===== src/rtl/aic_pkg.sv =====
package aic_pkg;
  localparam logic [7:0] ADDR_MAIN = 8'h1B;
  localparam logic [7:0] ADDR_P1   = 8'h1C;
  localparam logic [7:0] ADDR_P2   = 8'h1D;
  localparam logic [7:0] ADDR_MISC = 8'h1E;
  localparam logic [7:0] ADDR_OVR  = 8'h1F;
  localparam logic [7:0] ADDR_OFFX = 8'h20;
  localparam logic [7:0] ADDR_OFFY = 8'h21;
  localparam logic [7:0] ADDR_OFFZ = 8'h22;
  localparam logic [7:0] ADDR_CSX  = 8'h24;
  localparam logic [7:0] ADDR_CSY  = 8'h25;

  localparam logic [7:0] RST_MAIN  = 8'h14;
  localparam logic [7:0] RST_ZERO  = 8'h00;
  localparam logic [7:0] PROG_MASK = 8'hE9;

  localparam int BIT_IEN   = 0;
  localparam int BIT_PEN   = 0;
  localparam int BIT_ROUTE = 3;
  localparam int HYST_LSB  = 5;
  localparam int HYST_MSB  = 7;
  localparam int BIT_DRR   = 7;
  localparam int BIT_POL   = 6;
  localparam int BIT_PULSE = 5;
  localparam int BIT_EN2   = 4;
  localparam int BIT_EN1   = 3;
  localparam int BIT_VF    = 2;
  localparam int BIT_ST    = 1;
  localparam int BIT_SRST  = 0;

  localparam logic [11:0] SAT_POS = 12'h7FF;
  localparam logic [11:0] SAT_NEG = 12'h800;
  localparam int          MAG_LSB = 4;
  localparam logic [3:0]  BYTE_BITS = 4'h8;

  typedef enum logic [3:0] {
    I2C_IDLE = 4'h0,
    I2C_DEV  = 4'h1,
    I2C_ACKD = 4'h2,
    I2C_REG  = 4'h3,
    I2C_ACKR = 4'h4,
    I2C_WR   = 4'h5,
    I2C_ACKW = 4'h6,
    I2C_RD   = 4'h7,
    I2C_RACK = 4'h8
  } aic_i2c_e;
endpackage


===== src/rtl/aic_regs_top.sv =====
`timescale 1ns/10ps
module aic_regs_top
  import aic_pkg::*;
#(
  parameter logic [6:0] DEV_ADDR = 7'h2A  // arbitrary value
) (
  input  wire logic        ref_clk,
  input  wire logic        rst,
  input  wire logic        clkEn,
  input  wire logic        sclIn,
  input  wire logic        sdaIn,
  output logic             sdaOut,
  output logic             sdaOe,
  output logic             firstIrqPinOut,
  output logic             firstIrqPinOe,
  output logic             secondIrqPinOut,
  output logic             secondIrqPinOe,
  input  wire logic        sampleReadyFlag,
  input  wire logic        progOneIrq,
  input  wire logic        progTwoIrq,
  input  wire logic        progOneIrqClr,
  input  wire logic        progTwoIrqClr,
  input  wire logic        progOneEnSet,
  input  wire logic        progOneEnClr,
  input  wire logic        axisValid,
  input  wire logic [11:0] xRaw,
  input  wire logic [11:0] yRaw,
  input  wire logic [11:0] zRaw,
  output logic             progOneEnable,
  output logic             progTwoEnable,
  output logic             progOneLaunch,
  output logic             progTwoLaunch,
  output logic [2:0]       progOneHyst,
  output logic [2:0]       progTwoHyst,
  output logic             vectorFilterEnable,
  output logic             selfTestEnable,
  output logic             overrunReset,
  output logic             corrValid,
  output logic [11:0]      xCorr,
  output logic [11:0]      yCorr,
  output logic [11:0]      zCorr,
  output logic [7:0]       xShift,
  output logic [7:0]       yShift
);
  function automatic logic hit(input logic stb, input logic [7:0] a, input logic [7:0] o);
    return stb && (a == o);
  endfunction

  // saturating rather than wrapping so a large offset cannot flip the sign
  function automatic logic [11:0] corrAxis(input logic [11:0] raw, input logic [7:0] off);
    logic signed [13:0] d;
    d = $signed({{2{raw[11]}}, raw}) - $signed({{5{off[7]}}, off, 1'b0});
    if (d[13:11] == 3'b000 || d[13:11] == 3'b111) return d[11:0];
    return d[13] ? SAT_NEG : SAT_POS;
  endfunction

  function automatic logic [7:0] mag8(input logic [11:0] v);
    logic [7:0] t;
    t = v[11:MAG_LSB];
    return t[7] ? 8'(~t + 8'h01) : t;
  endfunction

  logic [7:0]  regAddr;
  logic [7:0]  wrData;
  logic        wrStb;
  logic [7:0]  rdData;
  logic [7:0]  main_q;
  logic [7:0]  p1Ctl_q;
  logic [7:0]  p2Ctl_q;
  logic [7:1]  misc_q;
  logic        srst_q;
  logic [7:0]  thr_q;
  logic [7:0]  offX_q;
  logic [7:0]  offY_q;
  logic [7:0]  offZ_q;
  logic [7:0]  csX_q;
  logic [7:0]  csY_q;
  logic        p1Launch_q;
  logic        p2Launch_q;
  logic        p1Pend_q;
  logic        p2Pend_q;
  logic        ovr_q;
  logic        cValid_q;
  logic [11:0] xC_q;
  logic [11:0] yC_q;
  logic [11:0] zC_q;
  logic        p1Wr;
  logic        p2Wr;
  logic        p1EnD;
  logic        p2EnD;
  logic [11:0] corrX;
  logic [11:0] corrY;
  logic [11:0] corrZ;
  logic        overAny;
  logic        act1;
  logic        act2;
  logic        pinOneAct;
  logic        pinTwoAct;
  logic        drRoute;

  aic_i2c_slave #(.DEV_ADDR(DEV_ADDR)) uI2c (
    .ref_clk (ref_clk),
    .rst     (rst),
    .clkEn   (clkEn),
    .sclIn   (sclIn),
    .sdaIn   (sdaIn),
    .sdaOut  (sdaOut),
    .sdaOe   (sdaOe),
    .regAddr (regAddr),
    .wrData  (wrData),
    .wrStb   (wrStb),
    .rdData  (rdData)
  );

  assign p1Wr = hit(wrStb, regAddr, ADDR_P1);
  assign p2Wr = hit(wrStb, regAddr, ADDR_P2);

  // host write lands after program code, so it wins over program code in the same cycle
  always_comb begin
    p1EnD = p1Ctl_q[BIT_PEN];
    if (progOneEnClr) p1EnD = 1'b0;
    if (progOneEnSet) p1EnD = 1'b1;
    if (p1Wr) p1EnD = wrData[BIT_PEN];
    if (srst_q) p1EnD = 1'b0;
    p2EnD = p2Ctl_q[BIT_PEN];
    if (p2Wr) p2EnD = wrData[BIT_PEN];
    if (srst_q) p2EnD = 1'b0;
  end

  always_ff @(posedge ref_clk or posedge rst) begin
    if (rst) begin
      main_q  <= RST_MAIN;
      p1Ctl_q <= RST_ZERO;
      p2Ctl_q <= RST_ZERO;
      misc_q  <= RST_ZERO[7:1];
      srst_q  <= 1'b0;
      thr_q   <= RST_ZERO;
      offX_q  <= RST_ZERO;
      offY_q  <= RST_ZERO;
      offZ_q  <= RST_ZERO;
      csX_q   <= RST_ZERO;
      csY_q   <= RST_ZERO;
    end else if (clkEn) begin
      if (srst_q) begin
        main_q  <= RST_MAIN;
        p1Ctl_q <= RST_ZERO;
        p2Ctl_q <= RST_ZERO;
        misc_q  <= RST_ZERO[7:1];
        srst_q  <= 1'b0;
        thr_q   <= RST_ZERO;
        offX_q  <= RST_ZERO;
        offY_q  <= RST_ZERO;
        offZ_q  <= RST_ZERO;
        csX_q   <= RST_ZERO;
        csY_q   <= RST_ZERO;
      end else begin
        // halting only drops the enable; hysteresis and route stay as they were
        p1Ctl_q[BIT_PEN] <= p1EnD;
        p2Ctl_q[BIT_PEN] <= p2EnD;
        if (p1Wr) p1Ctl_q[7:1] <= wrData[7:1] & PROG_MASK[7:1];
        if (p2Wr) p2Ctl_q[7:1] <= wrData[7:1] & PROG_MASK[7:1];
        if (hit(wrStb, regAddr, ADDR_MAIN)) main_q <= wrData;
        if (hit(wrStb, regAddr, ADDR_MISC)) begin
          misc_q <= wrData[7:1];
          srst_q <= wrData[BIT_SRST];
        end
        if (hit(wrStb, regAddr, ADDR_OVR)) thr_q <= wrData;
        if (hit(wrStb, regAddr, ADDR_OFFX)) offX_q <= wrData;
        if (hit(wrStb, regAddr, ADDR_OFFY)) offY_q <= wrData;
        if (hit(wrStb, regAddr, ADDR_OFFZ)) offZ_q <= wrData;
        if (hit(wrStb, regAddr, ADDR_CSX)) csX_q <= wrData;
        if (hit(wrStb, regAddr, ADDR_CSY)) csY_q <= wrData;
      end
    end
  end

  always_comb begin
    case (regAddr)
      ADDR_MAIN: rdData = main_q;
      ADDR_P1:   rdData = p1Ctl_q & PROG_MASK;
      ADDR_P2:   rdData = p2Ctl_q & PROG_MASK;
      ADDR_MISC: rdData = {misc_q, srst_q};
      ADDR_OVR:  rdData = thr_q;
      ADDR_OFFX: rdData = offX_q;
      ADDR_OFFY: rdData = offY_q;
      ADDR_OFFZ: rdData = offZ_q;
      ADDR_CSX:  rdData = csX_q;
      ADDR_CSY:  rdData = csY_q;
      default:   rdData = RST_ZERO;
    endcase
  end

  always_ff @(posedge ref_clk or posedge rst) begin
    if (rst) begin
      p1Launch_q <= 1'b0;
      p2Launch_q <= 1'b0;
    end else if (clkEn) begin
      p1Launch_q <= p1EnD & ~p1Ctl_q[BIT_PEN];
      p2Launch_q <= p2EnD & ~p2Ctl_q[BIT_PEN];
    end
  end

  // pending flags: a new event in the clearing cycle is kept
  always_ff @(posedge ref_clk or posedge rst) begin
    if (rst) begin
      p1Pend_q <= 1'b0;
      p2Pend_q <= 1'b0;
    end else if (clkEn) begin
      p1Pend_q <= progOneIrq | (p1Pend_q & ~progOneIrqClr & ~srst_q);
      p2Pend_q <= progTwoIrq | (p2Pend_q & ~progTwoIrqClr & ~srst_q);
    end
  end

  assign drRoute   = misc_q[BIT_DRR];
  assign act1      = misc_q[BIT_PULSE] ? progOneIrq : (p1Pend_q | progOneIrq);
  assign act2      = misc_q[BIT_PULSE] ? progTwoIrq : (p2Pend_q | progTwoIrq);
  assign pinTwoAct = main_q[BIT_IEN] &
                     ((p1Ctl_q[BIT_ROUTE] & act1) | (p2Ctl_q[BIT_ROUTE] & act2));
  assign pinOneAct = drRoute ? sampleReadyFlag :
                     main_q[BIT_IEN] &
                     ((~p1Ctl_q[BIT_ROUTE] & act1) | (~p2Ctl_q[BIT_ROUTE] & act2));

  aic_irq_pad uPadOne (
    .ref_clk    (ref_clk),
    .rst        (rst),
    .clkEn      (clkEn),
    .pinEnable  (misc_q[BIT_EN1]),
    .activeHigh (misc_q[BIT_POL]),
    .active     (pinOneAct),
    .pinOut     (firstIrqPinOut),
    .pinOe      (firstIrqPinOe)
  );

  aic_irq_pad uPadTwo (
    .ref_clk    (ref_clk),
    .rst        (rst),
    .clkEn      (clkEn),
    .pinEnable  (misc_q[BIT_EN2]),
    .activeHigh (misc_q[BIT_POL]),
    .active     (pinTwoAct),
    .pinOut     (secondIrqPinOut),
    .pinOe      (secondIrqPinOe)
  );

  assign corrX   = corrAxis(xRaw, offX_q);
  assign corrY   = corrAxis(yRaw, offY_q);
  assign corrZ   = corrAxis(zRaw, offZ_q);
  // magnitude of the top byte; axis masks play no part here
  assign overAny = (mag8(corrX) > thr_q) | (mag8(corrY) > thr_q) | (mag8(corrZ) > thr_q);

  always_ff @(posedge ref_clk or posedge rst) begin
    if (rst) begin
      ovr_q    <= 1'b0;
      cValid_q <= 1'b0;
      xC_q     <= 12'h000;
      yC_q     <= 12'h000;
      zC_q     <= 12'h000;
    end else if (clkEn) begin
      ovr_q    <= axisValid & overAny;
      cValid_q <= axisValid;
      if (axisValid) begin
        xC_q <= corrX;
        yC_q <= corrY;
        zC_q <= corrZ;
      end
    end
  end

  assign progOneEnable      = p1Ctl_q[BIT_PEN];
  assign progTwoEnable      = p2Ctl_q[BIT_PEN];
  assign progOneLaunch      = p1Launch_q;
  assign progTwoLaunch      = p2Launch_q;
  assign progOneHyst        = p1Ctl_q[HYST_MSB:HYST_LSB];
  assign progTwoHyst        = p2Ctl_q[HYST_MSB:HYST_LSB];
  assign vectorFilterEnable = misc_q[BIT_VF];
  assign selfTestEnable     = misc_q[BIT_ST];
  assign overrunReset       = ovr_q;
  assign corrValid          = cValid_q;
  assign xCorr              = xC_q;
  assign yCorr              = yC_q;
  assign zCorr              = zC_q;
  assign xShift             = csX_q;
  assign yShift             = csY_q;
endmodule


===== src/rtl/aic_irq_pad.sv =====
`timescale 1ns/10ps
module aic_irq_pad
  import aic_pkg::*;
(
  input  wire logic ref_clk,
  input  wire logic rst,
  input  wire logic clkEn,
  input  wire logic pinEnable,
  input  wire logic activeHigh,
  input  wire logic active,
  output logic      pinOut,
  output logic      pinOe
);
  logic pinOut_q;
  logic pinOe_q;

  // disabled pad floats; enabled pad is push-pull at the chosen polarity
  always_ff @(posedge ref_clk or posedge rst) begin
    if (rst) begin
      pinOut_q <= 1'b0;
      pinOe_q  <= 1'b0;
    end else if (clkEn) begin
      pinOe_q  <= pinEnable;
      pinOut_q <= pinEnable & ~(active ^ activeHigh);
    end
  end

  assign pinOut = pinOut_q;
  assign pinOe  = pinOe_q;
endmodule


===== src/rtl/aic_i2c_slave.sv =====
`timescale 1ns/10ps
module aic_i2c_slave
  import aic_pkg::*;
#(
  parameter logic [6:0] DEV_ADDR = 7'h2A
) (
  input  wire logic       ref_clk,
  input  wire logic       rst,
  input  wire logic       clkEn,
  input  wire logic       sclIn,
  input  wire logic       sdaIn,
  output logic            sdaOut,
  output logic            sdaOe,
  output logic [7:0]      regAddr,
  output logic [7:0]      wrData,
  output logic            wrStb,
  input  wire logic [7:0] rdData
);
  if (DEV_ADDR < 7'h08 || DEV_ADDR > 7'h77) begin : gChk
    $error("device address lies in a reserved range");
  end

  logic [2:0] sclS_q;
  logic [2:0] sdaS_q;
  logic       scl_q;
  logic       sda_q;
  logic       sclPrev_q;
  logic       sdaPrev_q;
  aic_i2c_e   st_q;
  logic [3:0] cnt_q;
  logic [7:0] sh_q;
  logic       rw_q;
  logic       nack_q;
  logic       oe_q;
  logic [7:0] addr_q;
  logic [7:0] wd_q;
  logic       stb_q;
  logic       sclRise;
  logic       sclFall;
  logic       startC;
  logic       stopC;

  // a level counts only once the second and third stages agree
  always_ff @(posedge ref_clk or posedge rst) begin
    if (rst) begin
      sclS_q    <= 3'h7;
      sdaS_q    <= 3'h7;
      scl_q     <= 1'b1;
      sda_q     <= 1'b1;
      sclPrev_q <= 1'b1;
      sdaPrev_q <= 1'b1;
    end else if (clkEn) begin
      sclS_q    <= {sclS_q[1:0], sclIn};
      sdaS_q    <= {sdaS_q[1:0], sdaIn};
      if (sclS_q[1] == sclS_q[2]) scl_q <= sclS_q[2];
      if (sdaS_q[1] == sdaS_q[2]) sda_q <= sdaS_q[2];
      sclPrev_q <= scl_q;
      sdaPrev_q <= sda_q;
    end
  end

  assign sclRise = scl_q & ~sclPrev_q;
  assign sclFall = ~scl_q & sclPrev_q;
  assign startC  = scl_q & sclPrev_q & sdaPrev_q & ~sda_q;
  assign stopC   = scl_q & sclPrev_q & ~sdaPrev_q & sda_q;

  always_ff @(posedge ref_clk or posedge rst) begin
    if (rst) begin
      st_q   <= I2C_IDLE;
      cnt_q  <= 4'h0;
      sh_q   <= 8'h00;
      rw_q   <= 1'b0;
      nack_q <= 1'b0;
      oe_q   <= 1'b0;
      addr_q <= 8'h00;
      wd_q   <= 8'h00;
      stb_q  <= 1'b0;
    end else if (clkEn) begin
      stb_q <= 1'b0;
      if (startC) begin
        st_q  <= I2C_DEV;
        cnt_q <= 4'h0;
        oe_q  <= 1'b0;
      end else if (stopC) begin
        st_q <= I2C_IDLE;
        oe_q <= 1'b0;
      end else begin
        case (st_q)
          I2C_DEV, I2C_REG, I2C_WR: begin
            if (sclRise) begin
              sh_q  <= {sh_q[6:0], sda_q};
              cnt_q <= cnt_q + 4'h1;
            end else if (sclFall && cnt_q == BYTE_BITS) begin
              cnt_q <= 4'h0;
              oe_q  <= 1'b1;
              if (st_q == I2C_DEV) begin
                rw_q <= sh_q[0];
                if (sh_q[7:1] == DEV_ADDR) st_q <= I2C_ACKD;
                else begin
                  st_q <= I2C_IDLE;
                  oe_q <= 1'b0;
                end
              end else if (st_q == I2C_REG) begin
                addr_q <= sh_q;
                st_q   <= I2C_ACKR;
              end else begin
                wd_q  <= sh_q;
                stb_q <= 1'b1;
                st_q  <= I2C_ACKW;
              end
            end
          end
          I2C_ACKD: begin
            if (sclFall) begin
              if (rw_q) begin
                sh_q <= rdData;
                oe_q <= ~rdData[7];
                st_q <= I2C_RD;
              end else begin
                oe_q <= 1'b0;
                st_q <= I2C_REG;
              end
            end
          end
          I2C_ACKR: begin
            if (sclFall) begin
              oe_q <= 1'b0;
              st_q <= I2C_WR;
            end
          end
          I2C_ACKW: begin
            if (sclFall) begin
              oe_q   <= 1'b0;
              addr_q <= addr_q + 8'h01;
              st_q   <= I2C_WR;
            end
          end
          I2C_RD: begin
            if (sclRise) cnt_q <= cnt_q + 4'h1;
            else if (sclFall) begin
              if (cnt_q == BYTE_BITS) begin
                cnt_q <= 4'h0;
                oe_q  <= 1'b0;
                st_q  <= I2C_RACK;
              end else begin
                sh_q <= {sh_q[6:0], 1'b0};
                oe_q <= ~sh_q[6];
              end
            end
          end
          I2C_RACK: begin
            // advance on the ack clock so the next byte is ready by its fall
            if (sclRise) begin
              nack_q <= sda_q;
              addr_q <= addr_q + 8'h01;
            end else if (sclFall) begin
              if (nack_q) st_q <= I2C_IDLE;
              else begin
                sh_q <= rdData;
                oe_q <= ~rdData[7];
                st_q <= I2C_RD;
              end
            end
          end
          default: begin
            oe_q <= 1'b0;
          end
        endcase
      end
    end
  end

  assign sdaOut  = 1'b0;
  assign sdaOe   = oe_q;
  assign regAddr = addr_q;
  assign wrData  = wd_q;
  assign wrStb   = stb_q;
endmodule


===== config.mk =====
export PLATFORM = sky130hd
export DESIGN_NAME = aic_regs_top
export DESIGN_NICKNAME = d
export VERILOG_FILES = /design/src/rtl/aic_pkg.sv /design/src/rtl/aic_regs_top.sv /design/src/rtl/aic_irq_pad.sv /design/src/rtl/aic_i2c_slave.sv
export SDC_FILE = /design/constraint.sdc
export NUM_CORES = 1
export LEC_CHECK = 0
export CAP_MARGIN = 0
export CORE_MARGIN = 3
export CORE_UTILIZATION = 65
export CTS_CLUSTER_DIAMETER = 60
export CTS_CLUSTER_SIZE = 40
export DETAILED_ROUTE_END_ITERATION = 8
export DONT_BUFFER_PORTS = 1
export PLACE_DENSITY = 0.89
export REMOVE_ABC_BUFFERS = 1
export SKIP_CTS_REPAIR_TIMING = 1
export SYNTH_ARGS = -nofsm -noshare
export SYNTH_HDL_FRONTEND = slang
export SYNTH_SLANG_ARGS = --single-unit

===== constraint.sdc =====
create_clock -name ref_clk -period 6.5 [get_ports ref_clk]
set_input_delay 0 -clock ref_clk [delete_from_list [all_inputs] [get_ports ref_clk]]
set_output_delay 0 -clock ref_clk [all_outputs]
set_load 0.01 [all_outputs]

==> results of run 1 <==
==> registers in the layout (all words and copies together) (netlist names), 7 cells and up <==
signal        cells
uI2c.sh_q         8
xShift            8
uI2c.wrData       8
zCorr            12
offZ_q            8
yShift            8
main_q            8
uI2c.regAddr      8
offY_q            8
misc_q            7
thr_q             8
offX_q            8
xCorr            12
yCorr            12
==> power by group through the flow <==
stage	Combinational, W	Sequential [W]	Clock (W)
3_3_place_gp	0.00125	0.00147	0
4_1_cts	0.00132	0.00146	0.000954
6_report	0.00136	0.00146	0.000949
5_1_grt	0.00150	0.00149	0.00101
2_1_floorplan	0.00101	0.00141	0
3_5_place_dp	0.00131	0.00147	0
==> cells in the mapped netlist (16+ instances only) <==
cell / instances
nand3_1: 31
mux2_1: 22
nand2b_1: 22
a21oi_1: 80
ha_1: 75
o21ai_0: 90
a31oi_1: 28
mux2i_1: 16
mux2_2: 35
nand2_1: 113
a211oi_1: 16
clkbuf_1: 25
o21a_1: 18
o21ai_1: 24
a21o_1: 18
nor2_1: 87
inv_1: 69
nor2b_1: 27
buf_2: 26
dfrtp_1: 154
==> per-stage QoR <==
| stage | hold WS [ns] | worst slack, ns |
|---|---|---|
| 4_1_cts | -0.370 | 0.881 |
| 6_report | 0.0346 | 0.749 |
| 3_3_place_gp | 0.0809 | 1.10 |
| 3_5_place_dp | 0.0864 | 0.906 |
| 2_1_floorplan | 0.0740 | 1.60 |
| 5_1_grt | 0.0769 | 0.262 |
==> cell usage in the layout, fill, tap and decap left out, types with 28 or more instances in the layout <==
cell type,synthesis,layout
mux2_2,35,35
inv_1,69,68
a31oi_1,28,28
nor2_1,87,87
nand3_1,31,31
nand2_1,113,113
a21oi_1,80,80
dfrtp_1,154,154
ha_1,75,75
o21ai_0,90,90
==> routing by layer <==
metal	up-vias	track usage, %	part of all wire (%)	wire length, um
met5	-	0	0	0
met4	0	12.4	4.0	1220
met3	108	9.63	11	3530
met2	590	48.1	45	14000
met1	4675	42.2	39	12000
li1	4453	-	-	-
==> kinds of logic (layout without fill, tap and decap cells) <==
family | Yosys count | after routing
and+or+nand+nor | 386 | 386
AOI/OAI and AO/OA | 376 | 376
DFF | 166 | 166
buffers and inverters | 141 | 122
muxes | 80 | 80
adders and majority gates | 78 | 78
xor gates and xnor gates | 21 | 21
other | 1 | 1
==> cell type report <==
type,count,area (um^2),share of cell area [%]
Clock buffer,17,425,3.55
Multi-Input combinational cell,942,6550,54.6
Inverter,72,275,2.30
Timing Repair Buffer,19,178,1.48
Clock inverter,14,118,0.981
Sequential cell,166,4170,34.8
Tap cell,220,275,2.30
==> worst max-delay path: cells and delay by family (launching register included) <==
family                     cells  cell delay (ns)
and+or+nand+nor                5             0.72
DFF                            1             0.40
muxes                          1             0.34
buffers and inverters          1             0.30
AOI/OAI and AO/OA             11             1.95
adders and majority gates      5             1.80
xor gates and xnor gates       1             0.08
==> how the worst max path moves through the flow <==
stage,slack (ns),startpoint,endpoint,depth (start not counted)
3_3_place_gp,1.10,offX_q[0],overrunReset,23
5_1_grt,0.26,offX_q[0],overrunReset,24
2_1_floorplan,1.60,offX_q[0],overrunReset,24
4_1_cts,0.88,offX_q[0],overrunReset,24
6_report,0.75,offX_q[0],overrunReset,24
3_5_place_dp,0.91,offX_q[0],overrunReset,24
==> reports/results.txt, run 1 <==
Status: complete, no violations
CTS buffer count: 17
Cell count after placement: 1,405
Starting Density: 67.4%
Xor and xnor area share after synthesis: 1.62%
CP max FO: 22
H-tree levels: 4
GRT Overall Usage: 31.5%
RR Endpoint: overrunReset
Comb power frac: 36.0%
Yosys top cell area share: 34.0%
Mean Syn Cell Area: 9.08 um^2
Synth cell types: 98
Switching portion of total power: 40.6%
R2r setup slk: 0.75 ns
Synth Area in Compound Gates: 21.5%
Data required, critical path: 6.76 ns
Dominant cell type by area after synthesis: dfrtp_1
Final setup fails: 0
Async SR Flop Fraction: 100%
Register area share after synthesis: 36.8%
Area Growth Syn to Fin: 5.75%
Fin util: 71.3%
Post-route DRC: 0
Psw: 0.00153 W
Die Width: 138 um
Post-Place Cell Area: 0.0113 mm^2
Row count: 47
CP dominant cell by count: ha_1
Final WL: 30.8 mm
Slew @ Worst Pin: 1.13 ns
Drt first pass iters: 8
Slowest-stage cell, CP: ha_1
Worst Reg-to-Reg Cells: 24
CP Launch Type: register
Mapped Area: 0.0113 mm^2
Max-Cap Viols: 0
Main combinational cell family by area after synthesis: compound AO/OA/AOI/OAI gates
Multiplexer area fraction after synthesis: 8.00%
Port buffer count: 0
Routed len/inst: 21.3 um
Synth area leaders: dfrtp_1 (34%), ha_1 (8.3%), o21ai_0 (4.0%)
Core Box Area: 0.0168 mm^2
Hold Crit Class: in2reg
Final nets: 1,345
Global-route wire length before repair: 49.1 mm
Unrepaired setup endpoints after global routing: false
Fin. Hold Viols: 0
Fillers: 1,254
# IOs: 121
Internal power: 0.00224 W
Clock Path Buffers: 2
Power Density: 314 mW/mm^2
Iteration-0 DRC Markers: 1,168
Max VDD drop: 0.000208 V
Syn. warnings: 0
Adder-cell area share of the yosys netlist: 8.81%
Post-Layout Cell Count: 1,450
TritonCTS clock tree: yes
Pwr Total: 0.00377 W
Initial antenna violation count: 0
Worst R2R Start: offX_q[0]
FF+latch count, synth: 166
Largest net degree at the start of global routing: 97
Clk_lat worst skew: 0.43 ns
Crit path capture type: register
Pleak: 5.28 nW
Crit-path cells: ha_1, fa_1, nand2b_1, a211oi_1, o221a_2, o21ai_0, nand2b_1, xor2_1, ha_1, inv_1, o211a_2, nor2_1, ha_1, nand3_1, a211oi_2, mux2_1, nand3_1, ha_1, a21o_1, a21o_1, o21ai_0, a21oi_1, a21oi_1, a31oi_1
Die Ht: 138 um
Final setup TNS: 0 ns
Clock skew: 0.00874 ns
DR vias/cell: 6.78
Share of layout cells above drive strength 1: 10.7%
Clk slew on worst S/H paths: 0.07 ns
Clk pwr share: 25.2%
Final Cycle Share: 88.5%
Vias in the first global route: 9,444
Max incr delay on CP: 0.68 ns
Arrival @ worst endpoint: 6.01 ns
Hold path start: progOneEnClr
Post-synth EDFFs: 0
Hold path cells: 5
Simple-gate share of the synthesized area: 17.8%
Tmin final: 5.75 ns
GRT overflow: 0
Slew HR: 24.8%
Fmax: 0.174 GHz
# clock sinks: 166
Final Wtd Congestion: 1.00
Post-Synthesis Cells: 1,249
Die footprint: 0.0191 mm^2
Pins over their slew limit: 0
Reg power frac: 38.8%
Crit Path Category: reg2reg
Commonest register cell after synthesis: dfrtp_1
Vias: 9,826
Number of diodes: 0
Clock Tree Root: clkbuf_16
Hold Crit Endpoint: p1Ctl_q[0]
Final instance area: 0.0120 mm^2
Post-route ant nets: 0
Hpwl dp: 22.4 mm
Note: power is estimated with default switching activity, not from simulation.
==> run 2, diff against run 1 <==
--- a/config.mk
+++ b/config.mk
@@ -6,8 +6,10 @@
 export NUM_CORES = 1
 export LEC_CHECK = 0
 export CAP_MARGIN = 0
+export CELL_PAD_IN_SITES_DETAIL_PLACEMENT = 1
+export CELL_PAD_IN_SITES_GLOBAL_PLACEMENT = 1
 export CORE_MARGIN = 3
-export CORE_UTILIZATION = 65
+export CORE_UTILIZATION = 50
 export CTS_CLUSTER_DIAMETER = 60
 export CTS_CLUSTER_SIZE = 40
 export DETAILED_ROUTE_END_ITERATION = 8
==> reports/results.txt, run 2 (synthesized netlist as in run 1, its figures left out) <==
Global-route wire length before repair: 57.0 mm
Hpwl dp: 25.4 mm
Pins over their slew limit: 0
Power Density: 328 mW/mm^2
Slew HR: 20.6%
Drt first pass iters: 5
Slew @ Worst Pin: 1.19 ns
Max-Cap Viols: 0
Tmin final: 6.01 ns
Clk_lat worst skew: 0.45 ns
Die footprint: 0.0245 mm^2
CP Launch Type: register
Clk slew on worst S/H paths: 0.07 ns
Largest net degree at the start of global routing: 114
Share of layout cells above drive strength 1: 11.0%
Clock Tree Root: clkbuf_16
Die Ht: 157 um
Hold Crit Class: in2reg
Final instance area: 0.0122 mm^2
Arrival @ worst endpoint: 6.33 ns
Final Wtd Congestion: 0.897
H-tree levels: 4
Iteration-0 DRC Markers: 874
Vias in the first global route: 10,300
Final WL: 36.5 mm
Final Cycle Share: 92.4%
Highest Signal Layer: met4
Final setup fails: 0
GRT overflow: 0
CTS buffer count: 17
Final nets: 1,350
Core Box Area: 0.0220 mm^2
Met3 wire length: 2.39 mm
Fin. Hold Viols: 0
TritonCTS clock tree: yes
Met2 WL post-DR: 17.1 mm
Fillers: 2,545
Starting Density: 51.5%
Crit path capture type: register
Fmax: 0.166 GHz
Pleak: 5.36 nW
Clock Path Buffers: 2
Crit Path Category: reg2reg
Post-route ant nets: 0
Status: complete, no violations
Unrepaired setup endpoints after global routing: false
Final setup TNS: 0 ns
Routed len/inst: 24.0 um
Row count: 54
Max VDD drop: 0.000167 V
CP max FO: 22
Area Growth Syn to Fin: 7.70%
Number of diodes: 0
Clock skew: 0.0126 ns
# clock sinks: 166
Vias: 9,963
Commonest non-fill, non-tap cell in the layout: dfrtp_1
Metal-1 WL: 15.8 mm
DR vias/cell: 6.57
Die Width: 157 um
GRT Overall Usage: 29.4%
Initial antenna violation count: 0
Most frequent cells in the layout: dfrtp_1 (154), nand2_1 (113), o21ai_0 (90), nor2_1 (87), a21oi_1 (80)
# IOs: 121
Data required, critical path: 6.82 ns
Post-Place Cell Area: 0.0114 mm^2
Post-route DRC: 0
Port buffer count: 0
-- run 2: area by class of cell --
cell class,instances,area [um^2],share of cell area (%)
Clock inverter,11,120,0.984
Clock buffer,21,514,4.21
Sequential cell,166,4170,34.1
Inverter,72,275,2.25
Tap cell,280,350,2.87
Multi-Input combinational cell,942,6550,53.6
Timing Repair Buffer,24,233,1.91
-- run 2: critical path: stages, from the launching register on --
cell and delay [ns]:
dfrtp_1 0.39, inv_1 0.06, ha_1 0.40, a21o_1 0.26
or3_1 0.31, o221a_2 0.26, o21ai_0 0.22, nand2b_1 0.11
xor2_1 0.17, ha_1 0.70, or3b_2 0.22, o311ai_0 0.12
a211oi_1 0.52, nand3_1 0.25, a211oi_2 0.21, mux2_1 0.35
nand3_1 0.08, ha_1 0.25, a21o_1 0.17, a21o_1 0.18
o21ai_0 0.22, a21oi_1 0.13, a21oi_1 0.18, a31oi_1 0.10
-- run 2: where the power goes --
| group | internal [W] | total [W] | switching [W] |
|---|---|---|---|
| logic | 0.000545 | 0.00144 | 0.000896 |
| clock network | 0.000619 | 0.00110 | 0.000485 |
| registers | 0.00120 | 0.00146 | 0.000261 |
-- run 2: final timing paths --
path	from	end	slack [ns]	cells after the start
max in group asynchronous	rst	yCorr[6]	4.84	3
min in group asynchronous	rst	uI2c.regAddr[6]	0.31	2
min	clkEn	zCorr[11]	0.01	2
min reg2reg	uI2c.sdaS_q[2]	uI2c.sdaS_q[2]	0.50	2
max reg2reg	offX_q[5]	overrunReset	0.49	23
max	offX_q[5]	overrunReset	0.49	23
-- run 2: per-layer routing --
layer	vias up	global-route usage (%)
met4	0	10.3
met1	5042	38.9
met3	106	7.13
li1	4445	-
met2	370	47.4
met5	-	0
-- run 2: through the flow --
stage / hold WS, ns / setup slack, ns / util [%] / std cells / power [W]
final: 0.00967 / 0.493 / 55.4 / 1516 / 0.00401
after CTS: -0.389 / 0.556 / 54.6 / 1499 / 0.00397
after floorplan: 0.0740 / 1.60 / - / 1180 / 0.00242
after detailed placement: 0.0877 / 0.766 / 51.7 / 1467 / 0.00283
after global placement: 0.0811 / 1.01 / 51.7 / 1467 / 0.00275
after global routing: 0.0389 / 0.130 / 55.4 / 1516 / 0.00425
